$ cat src/arb_pkg.sv
// constants, field layout, state codes and timing for the locality arbiter
// assumes a 50 MHz system clock and one host access port shared by localities
package arb_pkg;

  // ************************************************
  // localities
  // ************************************************
  localparam int NUM_LOC = 5;
  localparam int LOC_W = 3;
  localparam logic [LOC_W-1:0] LOC_LAST = 3'h4;

  // ************************************************
  // access register field positions
  // ************************************************
  localparam int BIT_VALID = 7;
  localparam int BIT_RSVD = 6;
  localparam int BIT_OWNER = 5;
  localparam int BIT_TAKEN = 4;
  localparam int BIT_TAKEOVER = 3;
  localparam int BIT_WAITING = 2;
  localparam int BIT_REQUEST = 1;
  localparam int BIT_LAUNCH = 0;
  localparam logic LAUNCH_RESET = 1'b1;

  // ************************************************
  // timing
  // ************************************************
  localparam int CLK_MHZ = 50;
  localparam int VALID_TIME_NS = 1000;
  // longest time, so round down, never below one cycle
  localparam int VALID_CYCLES_RAW = (VALID_TIME_NS * CLK_MHZ) / 1000;
  localparam int VALID_CYCLES = (VALID_CYCLES_RAW < 1) ? 1 : VALID_CYCLES_RAW;
  localparam int CNT_W = 12;

  typedef enum logic [1:0] {
    ST_INIT = 2'b00,
    ST_RUN = 2'b01
  } arb_state_type;

  // one-hot mask for a locality, zero when out of range
  function automatic logic [NUM_LOC-1:0] loc_bit(input logic [LOC_W-1:0] l);
    logic [NUM_LOC-1:0] m;
    m = '0;
    for (int i = 0; i < NUM_LOC; i++) begin
      if (l == i[LOC_W-1:0]) begin
        m[i] = 1'b1;
      end
    end
    return m;
  endfunction : loc_bit

endpackage : arb_pkg

$ cat src/pick_if.sv
// carrier between the arbiter and its priority picker
// assumes arb_pkg is compiled first
`timescale 1ns/10ps
`default_nettype none
interface pick_if;
  import arb_pkg::*;
  logic [NUM_LOC-1:0] req;
  logic any;
  logic [LOC_W-1:0] idx;
  logic [NUM_LOC-1:0] rest;
  modport src (output req, input any, input idx, input rest);
  modport pick (input req, output any, output idx, output rest);
endinterface : pick_if
`default_nettype wire

$ cat src/highest_pick.sv
// priority picker: highest numbered requester wins
// assumes a purely combinational use inside one clock domain
`timescale 1ns/10ps
`default_nettype none
module highest_pick (
  pick_if.pick p
);
  import arb_pkg::*;

  // ************************************************
  // scan upward so the last hit is the highest locality
  // ************************************************
  always_comb begin
    p.any = 1'b0;
    p.idx = '0;
    for (int i = 0; i < NUM_LOC; i++) begin
      if (p.req[i]) begin
        p.any = 1'b1;
        p.idx = i[LOC_W-1:0];
      end
    end
    p.rest = p.req & ~loc_bit(p.idx);
  end

endmodule : highest_pick
`default_nettype wire

$ cat src/locality_ownership_arbiter.sv
// locality ownership arbiter with one access register per locality
// assumes the host holds a request until o_acc_done, one at a time,
// and that the command engine honours o_cmd_abort as an abort
`timescale 1ns/10ps
`default_nettype none
module locality_ownership_arbiter #(
  parameter int VALID_DELAY = arb_pkg::VALID_CYCLES
) (
  input wire logic i_sys_clk,
  input wire logic i_rst,
  input wire logic i_acc_valid,
  input wire logic i_acc_write,
  input wire logic [arb_pkg::LOC_W-1:0] i_acc_locality,
  input wire logic [7:0] i_acc_wdata,
  input wire logic i_launch_flag,
  output logic o_acc_wait,
  output logic o_acc_done,
  output logic [7:0] o_acc_rdata,
  output logic o_owner_valid,
  output logic [arb_pkg::LOC_W-1:0] o_owner_locality,
  output logic o_cmd_abort
);
  import arb_pkg::*;

  // ************************************************
  // state
  // ************************************************
  arb_state_type state_r;
  logic [CNT_W-1:0] init_cnt_r;
  logic grant_pend_r;
  logic [NUM_LOC-1:0] req_r;
  logic [NUM_LOC-1:0] req_nxt;
  logic [NUM_LOC-1:0] wait_r;
  logic [NUM_LOC-1:0] wait_nxt;
  logic [NUM_LOC-1:0] seized_r;
  logic [NUM_LOC-1:0] seized_nxt;
  logic owner_valid_nxt;
  logic [LOC_W-1:0] owner_nxt;
  logic pend_nxt;
  logic launch_r;

  // decoded access
  logic run;
  logic accept;
  logic loc_ok;
  logic [NUM_LOC-1:0] sel;
  logic wr;
  logic is_own;
  logic seize_ok;
  logic relinq;
  logic cancel;
  logic reqset;
  logic clr_taken;
  logic grant;
  logic [7:0] rd_word;

  pick_if pk ();

  // ************************************************
  // helpers
  // ************************************************
  // true when any locality of the mask has its bit set in the vector;
  // used for per-locality reads of the request, wait and taken flags
  function automatic logic holds(input logic [NUM_LOC-1:0] v,
    input logic [NUM_LOC-1:0] m);
    return ((v & m) != '0);
  endfunction : holds

  // ************************************************
  // priority picker on the stored requests
  // ************************************************
  assign pk.req = req_r;

  highest_pick u_pick (
    .p(pk)
  );

  // ************************************************
  // access decode
  // ************************************************
  // an access waits while a grant is still in flight, so every field
  // seen by a read is settled when the answer leaves
  always_comb begin
    run = (state_r == ST_RUN);
    accept = i_acc_valid & ~o_acc_done & ~grant_pend_r;
    loc_ok = (i_acc_locality <= LOC_LAST);
    sel = loc_bit(i_acc_locality);
    wr = accept & i_acc_write & loc_ok & run;
    is_own = o_owner_valid & (o_owner_locality == i_acc_locality);
    // lowest locality can never be above an owner, so only a free
    // device lets it take over
    seize_ok = wr & i_acc_wdata[BIT_TAKEOVER] &
      (~o_owner_valid | (i_acc_locality > o_owner_locality));
    // (same term)
    relinq = wr & i_acc_wdata[BIT_OWNER] & is_own & ~seize_ok;
    cancel = wr & i_acc_wdata[BIT_OWNER] & ~is_own &
      holds(req_r, sel) & ~seize_ok;
    // owner write from an idle non-owner falls through all terms
    reqset = wr & i_acc_wdata[BIT_REQUEST] & ~holds(req_r, sel) &
      ~is_own & ~seize_ok & ~cancel;
    clr_taken = wr & i_acc_wdata[BIT_TAKEN];
    grant = grant_pend_r & ~o_owner_valid & pk.any;
  end

  // ************************************************
  // request flags
  // ************************************************
  // a write of 0 to the request bit has no term here at all
  always_comb begin
    req_nxt = req_r;
    if (seize_ok | cancel) begin
      // only the writer loses its request on takeover
      req_nxt = req_r & ~sel;
    end else if (reqset) begin
      req_nxt = req_r | sel;
    end else if (grant) begin
      req_nxt = pk.rest;
    end
  end

  // ************************************************
  // other-waiting flags follow the requests of the others
  // ************************************************
  // one expression covers set on request, clear on grant and the
  // cancel and takeover cases; software has no write path to these bits
  always_comb begin
    for (int i = 0; i < NUM_LOC; i++) begin
      wait_nxt[i] = holds(req_nxt, ~loc_bit(i[LOC_W-1:0]));
    end
  end

  // ************************************************
  // owner and taken-away flags
  // ************************************************
  always_comb begin
    owner_valid_nxt = o_owner_valid;
    owner_nxt = o_owner_locality;
    seized_nxt = seized_r;
    if (clr_taken) begin
      seized_nxt = seized_r & ~sel;
    end
    if (seize_ok) begin
      owner_valid_nxt = 1'b1;
      owner_nxt = i_acc_locality;
      if (o_owner_valid) begin
        // set is applied last so it wins over a clear
        seized_nxt = seized_nxt | loc_bit(o_owner_locality);
      end
    end else if (relinq) begin
      owner_valid_nxt = 1'b0;
    end else if (grant) begin
      owner_valid_nxt = 1'b1;
      owner_nxt = pk.idx;
    end
  end

  // ************************************************
  // grant scheduling
  // ************************************************
  // a grant is taken one cycle after the event that frees the device,
  // far inside any grant timeout; the extra cycle keeps decode short
  always_comb begin
    pend_nxt = 1'b0;
    if (relinq) begin
      pend_nxt = 1'b1;
    end else if (reqset & ~o_owner_valid) begin
      pend_nxt = 1'b1;
    end
  end

  // ************************************************
  // read word
  // ************************************************
  always_comb begin
    rd_word = 8'h00;
    if (loc_ok) begin
      rd_word[BIT_VALID] = run;
      rd_word[BIT_RSVD] = 1'b0;
      rd_word[BIT_OWNER] = is_own;
      rd_word[BIT_TAKEN] = holds(seized_r, sel);
      rd_word[BIT_TAKEOVER] = 1'b0;
      rd_word[BIT_WAITING] = holds(wait_r, sel);
      rd_word[BIT_REQUEST] = holds(req_r, sel);
      rd_word[BIT_LAUNCH] = launch_r;
    end
    if (!run) begin
      // before the flag is set the other fields read as zero
      rd_word = 8'h00;
    end
  end

  // ************************************************
  // reset settle counter
  // ************************************************
  // counts the settle time and freezes once it is spent, so the
  // compare below never sees a wrapped count
  always_ff @(posedge i_sys_clk) begin
    if (i_rst) begin
      init_cnt_r <= '0;
    end else if ((state_r == ST_INIT) &&
      (init_cnt_r != CNT_W'(VALID_DELAY - 1))) begin
      init_cnt_r <= init_cnt_r + 1'b1;
    end
  end

  // the flag rises once the count is spent and stays up until reset
  always_ff @(posedge i_sys_clk) begin
    if (i_rst) begin
      state_r <= ST_INIT;
    end else begin
      case (state_r)
        ST_INIT: begin
          if (init_cnt_r == CNT_W'(VALID_DELAY - 1)) begin
            state_r <= ST_RUN;
          end
        end
        ST_RUN: begin
          state_r <= ST_RUN;
        end
        default: begin
          state_r <= ST_INIT;
        end
      endcase
    end
  end

  // ************************************************
  // arbitration registers, one block per concern
  // ************************************************
  // stored requests, one bit per locality; only cancel, takeover and
  // grant ever clear a bit here
  always_ff @(posedge i_sys_clk) begin
    if (i_rst) begin
      req_r <= '0;
    end else begin
      req_r <= req_nxt;
    end
  end

  // other-waiting flags, registered with the requests they follow
  always_ff @(posedge i_sys_clk) begin
    if (i_rst) begin
      wait_r <= '0;
    end else begin
      wait_r <= wait_nxt;
    end
  end

  // taken-away flags; each stays set until its own locality clears it,
  // so a moved-out owner learns of it on its next read
  always_ff @(posedge i_sys_clk) begin
    if (i_rst) begin
      seized_r <= '0;
    end else begin
      seized_r <= seized_nxt;
    end
  end

  // owner of the device; the locality is kept while nobody owns
  always_ff @(posedge i_sys_clk) begin
    if (i_rst) begin
      o_owner_valid <= 1'b0;
      o_owner_locality <= '0;
    end else begin
      o_owner_valid <= owner_valid_nxt;
      o_owner_locality <= owner_nxt;
    end
  end

  // a grant waits one cycle behind the event that frees the device,
  // which always falls in the done cycle of that event's access
  always_ff @(posedge i_sys_clk) begin
    if (i_rst) begin
      grant_pend_r <= 1'b0;
    end else begin
      grant_pend_r <= pend_nxt;
    end
  end

  // ************************************************
  // command abort pulse
  // ************************************************
  // the pulse lands with the takeover's answer, so the command engine
  // drops the old owner's command before the new owner can send one
  always_ff @(posedge i_sys_clk) begin
    if (i_rst) begin
      o_cmd_abort <= 1'b0;
    end else begin
      o_cmd_abort <= seize_ok;
    end
  end

  // ************************************************
  // launch flag mirror
  // ************************************************
  // the flag itself lives elsewhere; only its current value shows here
  always_ff @(posedge i_sys_clk) begin
    if (i_rst) begin
      launch_r <= LAUNCH_RESET;
    end else begin
      launch_r <= i_launch_flag;
    end
  end

  // ************************************************
  // host answer
  // ************************************************
  // done pulses once for each access taken
  always_ff @(posedge i_sys_clk) begin
    if (i_rst) begin
      o_acc_done <= 1'b0;
    end else begin
      o_acc_done <= accept;
    end
  end

  // stall shown while a held request is not yet taken; a grant only
  // pends in a done cycle, which is never taken, so this stays low
  // unless that spacing changes
  always_ff @(posedge i_sys_clk) begin
    if (i_rst) begin
      o_acc_wait <= 1'b0;
    end else begin
      o_acc_wait <= i_acc_valid & ~o_acc_done & grant_pend_r;
    end
  end

  // read word captured as the access is taken, zero after a write
  always_ff @(posedge i_sys_clk) begin
    if (i_rst) begin
      o_acc_rdata <= 8'h00;
    end else if (accept & ~i_acc_write) begin
      o_acc_rdata <= rd_word;
    end else if (accept) begin
      o_acc_rdata <= 8'h00;
    end
  end

endmodule : locality_ownership_arbiter
`default_nettype wire

$ cat config.mk
export PLATFORM = sky130hd
export DESIGN_NAME = locality_ownership_arbiter
export DESIGN_NICKNAME = d
export VERILOG_FILES = /design/src/arb_pkg.sv /design/src/pick_if.sv /design/src/highest_pick.sv /design/src/locality_ownership_arbiter.sv
export SDC_FILE = /design/constraint.sdc
export NUM_CORES = 1
export LEC_CHECK = 0
export ABC_AREA = 1
export CAP_MARGIN = 5
export CORE_UTILIZATION = 40
export DETAILED_ROUTE_END_ITERATION = 6
export DONT_BUFFER_PORTS = 1
export PLACE_DENSITY = 0.67
export SYNTH_ARGS = -nofsm -noshare
export SYNTH_HDL_FRONTEND = slang
export SYNTH_HIERARCHICAL = 1
export SYNTH_SLANG_ARGS = --single-unit
$ cat constraint.sdc
create_clock -name i_sys_clk -period 1.75 [get_ports i_sys_clk]
set_input_delay 0.0875 -clock i_sys_clk [delete_from_list [all_inputs] [get_ports i_sys_clk]]
set_output_delay 0.0875 -clock i_sys_clk [all_outputs]
set_load 0.05 [all_outputs]
## Word level (Yosys, flattened, before mapping)

Index checks and enable logic that the tools add are counted.

| word-level totals | value |
|---|---|
| bits in registers | 46 |
| bits of input ports | 16 |
| output and inout port bits | 15 |
| logic and storage cells | 150 |

| operators by class | value |
|---|---|
| $add $sub $neg | 1 |
| magnitude comparators | 2 |
| equality and inequality tests | 18 |
| mux-type cells | 54 |
| bitwise gates (word level) | 45 |
| reduce and logical (&&, ||, !) cells | 17 |

Operators by type and width:

| operator | count |
|---|---|
| 5-bit nonzero test | 8 |
| 1-bit two-way mux | 36 |
| 8-bit two-way mux | 4 |
| 5-bit AND | 6 |
| 5-bit two-way mux | 6 |
| 1-bit AND | 25 |
| 3-bit by 2-bit equality test with 1-bit output, second input constant | 6 |
| 12-bit by 1-bit adder with 12-bit output, second input constant | 1 |
| 12-bit by 6-bit equality test with 1-bit output, second input constant | 1 |
| 3-bit two-way mux | 4 |
| 12-bit by 6-bit inequality test with 1-bit output, second input constant | 1 |
| 5-bit NOT | 2 |
| 5-bit bitwise OR | 2 |
| 3-bit by 1-bit equality test with 1-bit output, second input constant | 3 |
| 3-bit equality test, second input constant | 3 |
| 3-bit zero test | 3 |
| 1-bit NOT | 8 |
| 2-bit two-way mux | 3 |
| 2-bit one-hot mux with 2 select lines | 1 |
| 2-bit nonzero test | 2 |
| 3-bit equality test | 1 |
| 3-bit > comparator | 1 |
| 3-bit less-or-equal comparator, second input constant | 1 |
| 3-bit nonzero test | 1 |
| other kinds (7) | 8 |

## Depth between registers and ports, before layout

| depth | value |
|---|---|
| depth in word-level cells | 15 |
| depth in mapped cells | 15 |
| mapped depth without buffers | 14 |

## By module

Netlist, hierarchy kept.

Modules (own cells, without submodules):

| module | times used | cells each | area an instance (um^2) | sequential area each (um^2) |
|---|---|---|---|---|
| locality_ownership_arbiter | 1 | 324 | 2250.9 | 860.8 |
| highest_pick | 1 | 20 | 102.6 | 0.0 |

## Worst setup path after synthesis

OpenSTA, ideal clock, no wires.

| timing | value |
|---|---|
| kind | reg2reg |
| start | register o_owner_locality[2] in the netlist's numbering |
| end | register wait_r[2] |
| setup time | 71 ps |
| arrival time | 2150 ps |
| required time | 1679 ps |
| slack | -471 ps |
| cell stages (with the launch flop) | 14 |
| buffers on the path | 0 |
| period minus slack after synthesis | 2221 ps |
| path through | dfxtp_1 -> inv_1 -> ha_1 -> a21oi_1 -> o21ai_0 -> nand2_1 -> nand2_1 -> nand2_2 -> inv_2 -> nor2_4 -> nand2_1 -> nand2_1 -> nor2_1 -> a21oi_1 |

| between the ends | value |
|---|---|
| cells in the longest elaborated chain, start to end | 11 |
| elaborated cells between the ends (all ways) | 18 |
| classes of those cells | order compare: 1; eq/ne: 1; mux: 2; bitwise: 13; reduce/logical: 1 |

Ends and longest elaborated chain:

| item | RTL line | RTL |
|---|---|---|
| start, declared | locality_ownership_arbiter.sv:20 | `output logic [arb_pkg::LOC_W-1:0] o_owner_locality,` |
| start signal, assigned | locality_ownership_arbiter.sv:266 | `o_owner_locality <= owner_nxt;` |
| branches (longest 9 deep; another with 3-bit > comparator) | - |  |
| 5-bit two-way mux (*) | locality_ownership_arbiter.sv:111 | `if (seize_ok \| cancel) begin` |
| 5-bit nonzero test (*) | locality_ownership_arbiter.sv:66 | `return ((v & m) != '0);` |
| end signal, assigned | locality_ownership_arbiter.sv:245 | `wait_r <= wait_nxt;` |
| end, declared | locality_ownership_arbiter.sv:33 | `logic [NUM_LOC-1:0] wait_r;` |

Every way passes the cells marked *.
A chain may end at the register's enable or synchronous reset.

## Final worst setup path

| timing | value |
|---|---|
| start | register o_owner_locality[1] in the netlist's numbering |
| end | register wait_r[1] |

Same word-level chain as after synthesis.

==> metrics <==
status=complete, but fails checks; failing checks=negative setup slack; design area=~3000 um^2; global route overflow=0; core area=between 5000 and 6000 um^2; largest net degree at the start of global routing=32; Pleak=roughly 1.2 nW; CP peak stage delay=around 0.36 ns; initial antenna violation count=0; worst min path class=primary input to flop; PortBufs=0; area occupied by multi-input gates=1460 um^2; # setup viols final=11; RePlAce Congestion=0.889; final number of max-transition violations=0; crit path max fanout=5; YS warnings=6; register area share after synthesis=0.366; combinational family with the most area after synthesis=simple AND/OR/NAND/NOR gates; #FFs+latches synth=43; Initial DRC Count=about 190; WHS=0.00630 ns; DRC Markers=0; FP Rows=27; fillers=about 500; DP HPWL=roughly 4.4 mm; Hold Vio Cnt, Final=0; power density over the cells=a little under 600 nW/um^2; clock slew at reported path FFs=~0.08 ns; Routed Antenna Nets=0; Mean Syn Cell Area=6.84 um^2; CTS H-tree depth=2; Cells after Synth=approximately 340; final worst-path cycle share=1.04; endpoint class of the critical path=flop; crit-path leading delay family=simple AND/OR/NAND/NOR gates; CTS Root Cell=clkbuf_8; slowest cell on the critical path=dfxtp_4; area share of the largest cell type after synthesis=0.366; Post-Synth Simple-Gate Area=0.357; clk_lat worst skew=~0.3 ns; Synth Area in Compound Gates=0.140; Max-Slew Margin vs Limit=0.654; fmax=approximately 550 MHz; nets=slightly above 400; Req. time, crit path=1.99 ns; Max-Cap Viols=0; worst-path cell chain=inv_2 > ha_4 > nand4_1 > nand3_2 > nor2_2 > nor2_4 > nand3_4 > nand2_4 > nor2_4 > a21oi_2; vias in the first global route=approximately 2200; placed insts=~430; worst-margin pin slew=0.518 ns; clk_skew=approximately 0.0075 ns; Die Area=slightly above 6000 um^2; Worst Path Buf+Inv=1; TritonCTS clock tree=yes; Syn Std Cell Area=2350 um^2; routed len/inst=about 14 um; Sequential cell area=around 870 um^2; Setup WS post-layout=-0.0770 ns; crit path time final=approximately 1.8 ns; Finished Layout Cells=~460; most common cell after layout, fill and taps aside=nand2_1; vias per inst=around 5.3; Worst Setup Start Kind=flop; proportion of synthesized area in mux cells=0; first-pass GRT wire length=about 10 mm; clock sink count=43; unrepaired setup endpoints after global routing=true; most used cell along the critical path=nor2_4; IO Count=31; crit path DAT=2.07 ns; VDD IR-drop max=roughly 0.28 mV; Synth cell types=34; via count=roughly 2400; Synth area leader=dfxtp_1; share of cells above drive strength 1=0.274; Die Span Y=78.7 um; Die W=78.7 um; Area contributors post-synth=dfxtp_1 (37%), nand2_1 (13%), a21oi_1 (7.0%); final WL=6.29 mm; Post-Synth Adder-Cell Area=0.0266; GR Util All Layers=0.212; n_diodes=0; post-place instance area=2630 um^2; TritonCTS buffer count=5; initial core utilization=0.422; Bufs on Longest Clock Path=2; Area growth syn-to-layout=27.9%; Worst Setup Path Type=flop to flop; most frequent cells in the layout=nand2_1 (71), dfxtp_1 (39), inv_1 (36); post-synthesis xor/xnor area fraction=0.0149; first drt pass iteration count=4
[metrics by stage]
step	power [mW]	utilization	setup WS, ns	setup TNS, ns
after floorplan	1.10	-	-0.0122	-0.0443
after global placement	1.11	0.472	-0.0280	-0.125
after detailed placement	1.11	0.472	-0.0632	-0.292
after CTS	1.76	0.519	-0.0543	-0.173
after global routing	1.82	0.540	-0.193	-1.80
final	1.75	0.540	-0.0770	-0.482
[cell usage after synthesis (all sizes together)]
| cell type | instances |
|---|---|
| a21oi | 33 |
| nand3 | 34 |
| o21a | 1 |
| xor2 | 1 |
| clkbuf | 4 |
| a31oi | 4 |
| o32ai | 2 |
| conb | 2 |
| nand4 | 8 |
| or2 | 3 |
| nand2 | 89 |
| buf | 5 |
| o21ai | 16 |
| o211ai | 1 |
| ha | 5 |
| a22oi | 1 |
| xnor2 | 3 |
| nor2 | 34 |
| nor4 | 4 |
| dfxtp | 43 |
| a22o | 1 |
| inv | 42 |
| nor3 | 6 |
| nor3b | 2 |
[flip-flops by register name, indices dropped and copies added (netlist names)]
name and count:
init_cnt_r 12, o_acc_rdata 6, pk.req 5, seized_r 5, wait_r 5, o_owner_locality 3, grant_pend_r 1, launch_r 1
o_acc_done 1, o_acc_wait 1, o_cmd_abort 1, o_owner_valid 1, state_r 1
[layer usage]
metal / vias to the layer above / part of all wire / track usage
met2: 59 / 0.47 / 0.338
met1: 1122 / 0.46 / 0.277
met3: 8 / 0.052 / 0.0471
li1: 1206 / - / -
met5: - / 0 / 0
met4: 0 / 0.014 / 0.0833
[layout make-up]
| cell class | count | area share |
|---|---|---|
| clock inverter | 2 | 0.00416 |
| timing repair buffer | 39 | 0.110 |
| sequential | 43 | 0.290 |
| multi-input combinational | 251 | 0.486 |
| clock buffer | 6 | 0.0241 |
| tap | 72 | 0.0299 |
| inverter | 42 | 0.0557 |
[kinds of logic (layout without fill, tap and decap cells)]
logic type	count (synthesis)	count (layout)
buf+inv	51	89
compound gates	59	59
simple gates	180	180
flops	43	43
xor+xnor	4	4
fa+ha+maj	5	5
other cells	2	3
[what timing repair did]
action | in CTS | in global routing
resized for setup | 23 | 23
hold buffers | 7 | 0
setup endpoints to repair | 6 | 21
pin swaps | 17 | 9
endpoints found under the hold margin | 34 | 0
setup buffers | 5 | 2
[power by group]
group | internal (mW) | leakage [nW] | switching (mW)
Combinational | 0.0480 | 0.809 | 0.0803
Clock | 0.279 | 0.0412 | 0.350
Sequential | 0.982 | 0.350 | 0.00748
Total | 1.31 | 1.20 | 0.437
[worst reg2reg max path, cell delays in order, from the launching register on]
cell and delay (ns):
dfxtp_4 0.36, inv_2 0.05, ha_4 0.26, nand4_1 0.20, nand3_2 0.20, nor2_2 0.07
nor2_4 0.22, nand3_4 0.13, nand2_4 0.11, nor2_4 0.05, a21oi_2 0.11
[path summary, 6_finish.rpt]
path	startpoint	end	slack [ns]	cells past startpoint
max	o_owner_locality[1]$_SDFFE_PP0P_	wait_r[1]$_SDFF_PP0_	-0.08	10
max reg2reg	o_owner_locality[1]$_SDFFE_PP0P_	wait_r[1]$_SDFF_PP0_	-0.08	10
min reg2reg	launch_r$_SDFF_PP1_	o_acc_rdata[0]$_SDFFE_PP0P_	0.46	2
min	i_acc_write	o_acc_rdata[7]$_SDFFE_PP0P_	0.006	3
Power figures use the tool's default switching activity.
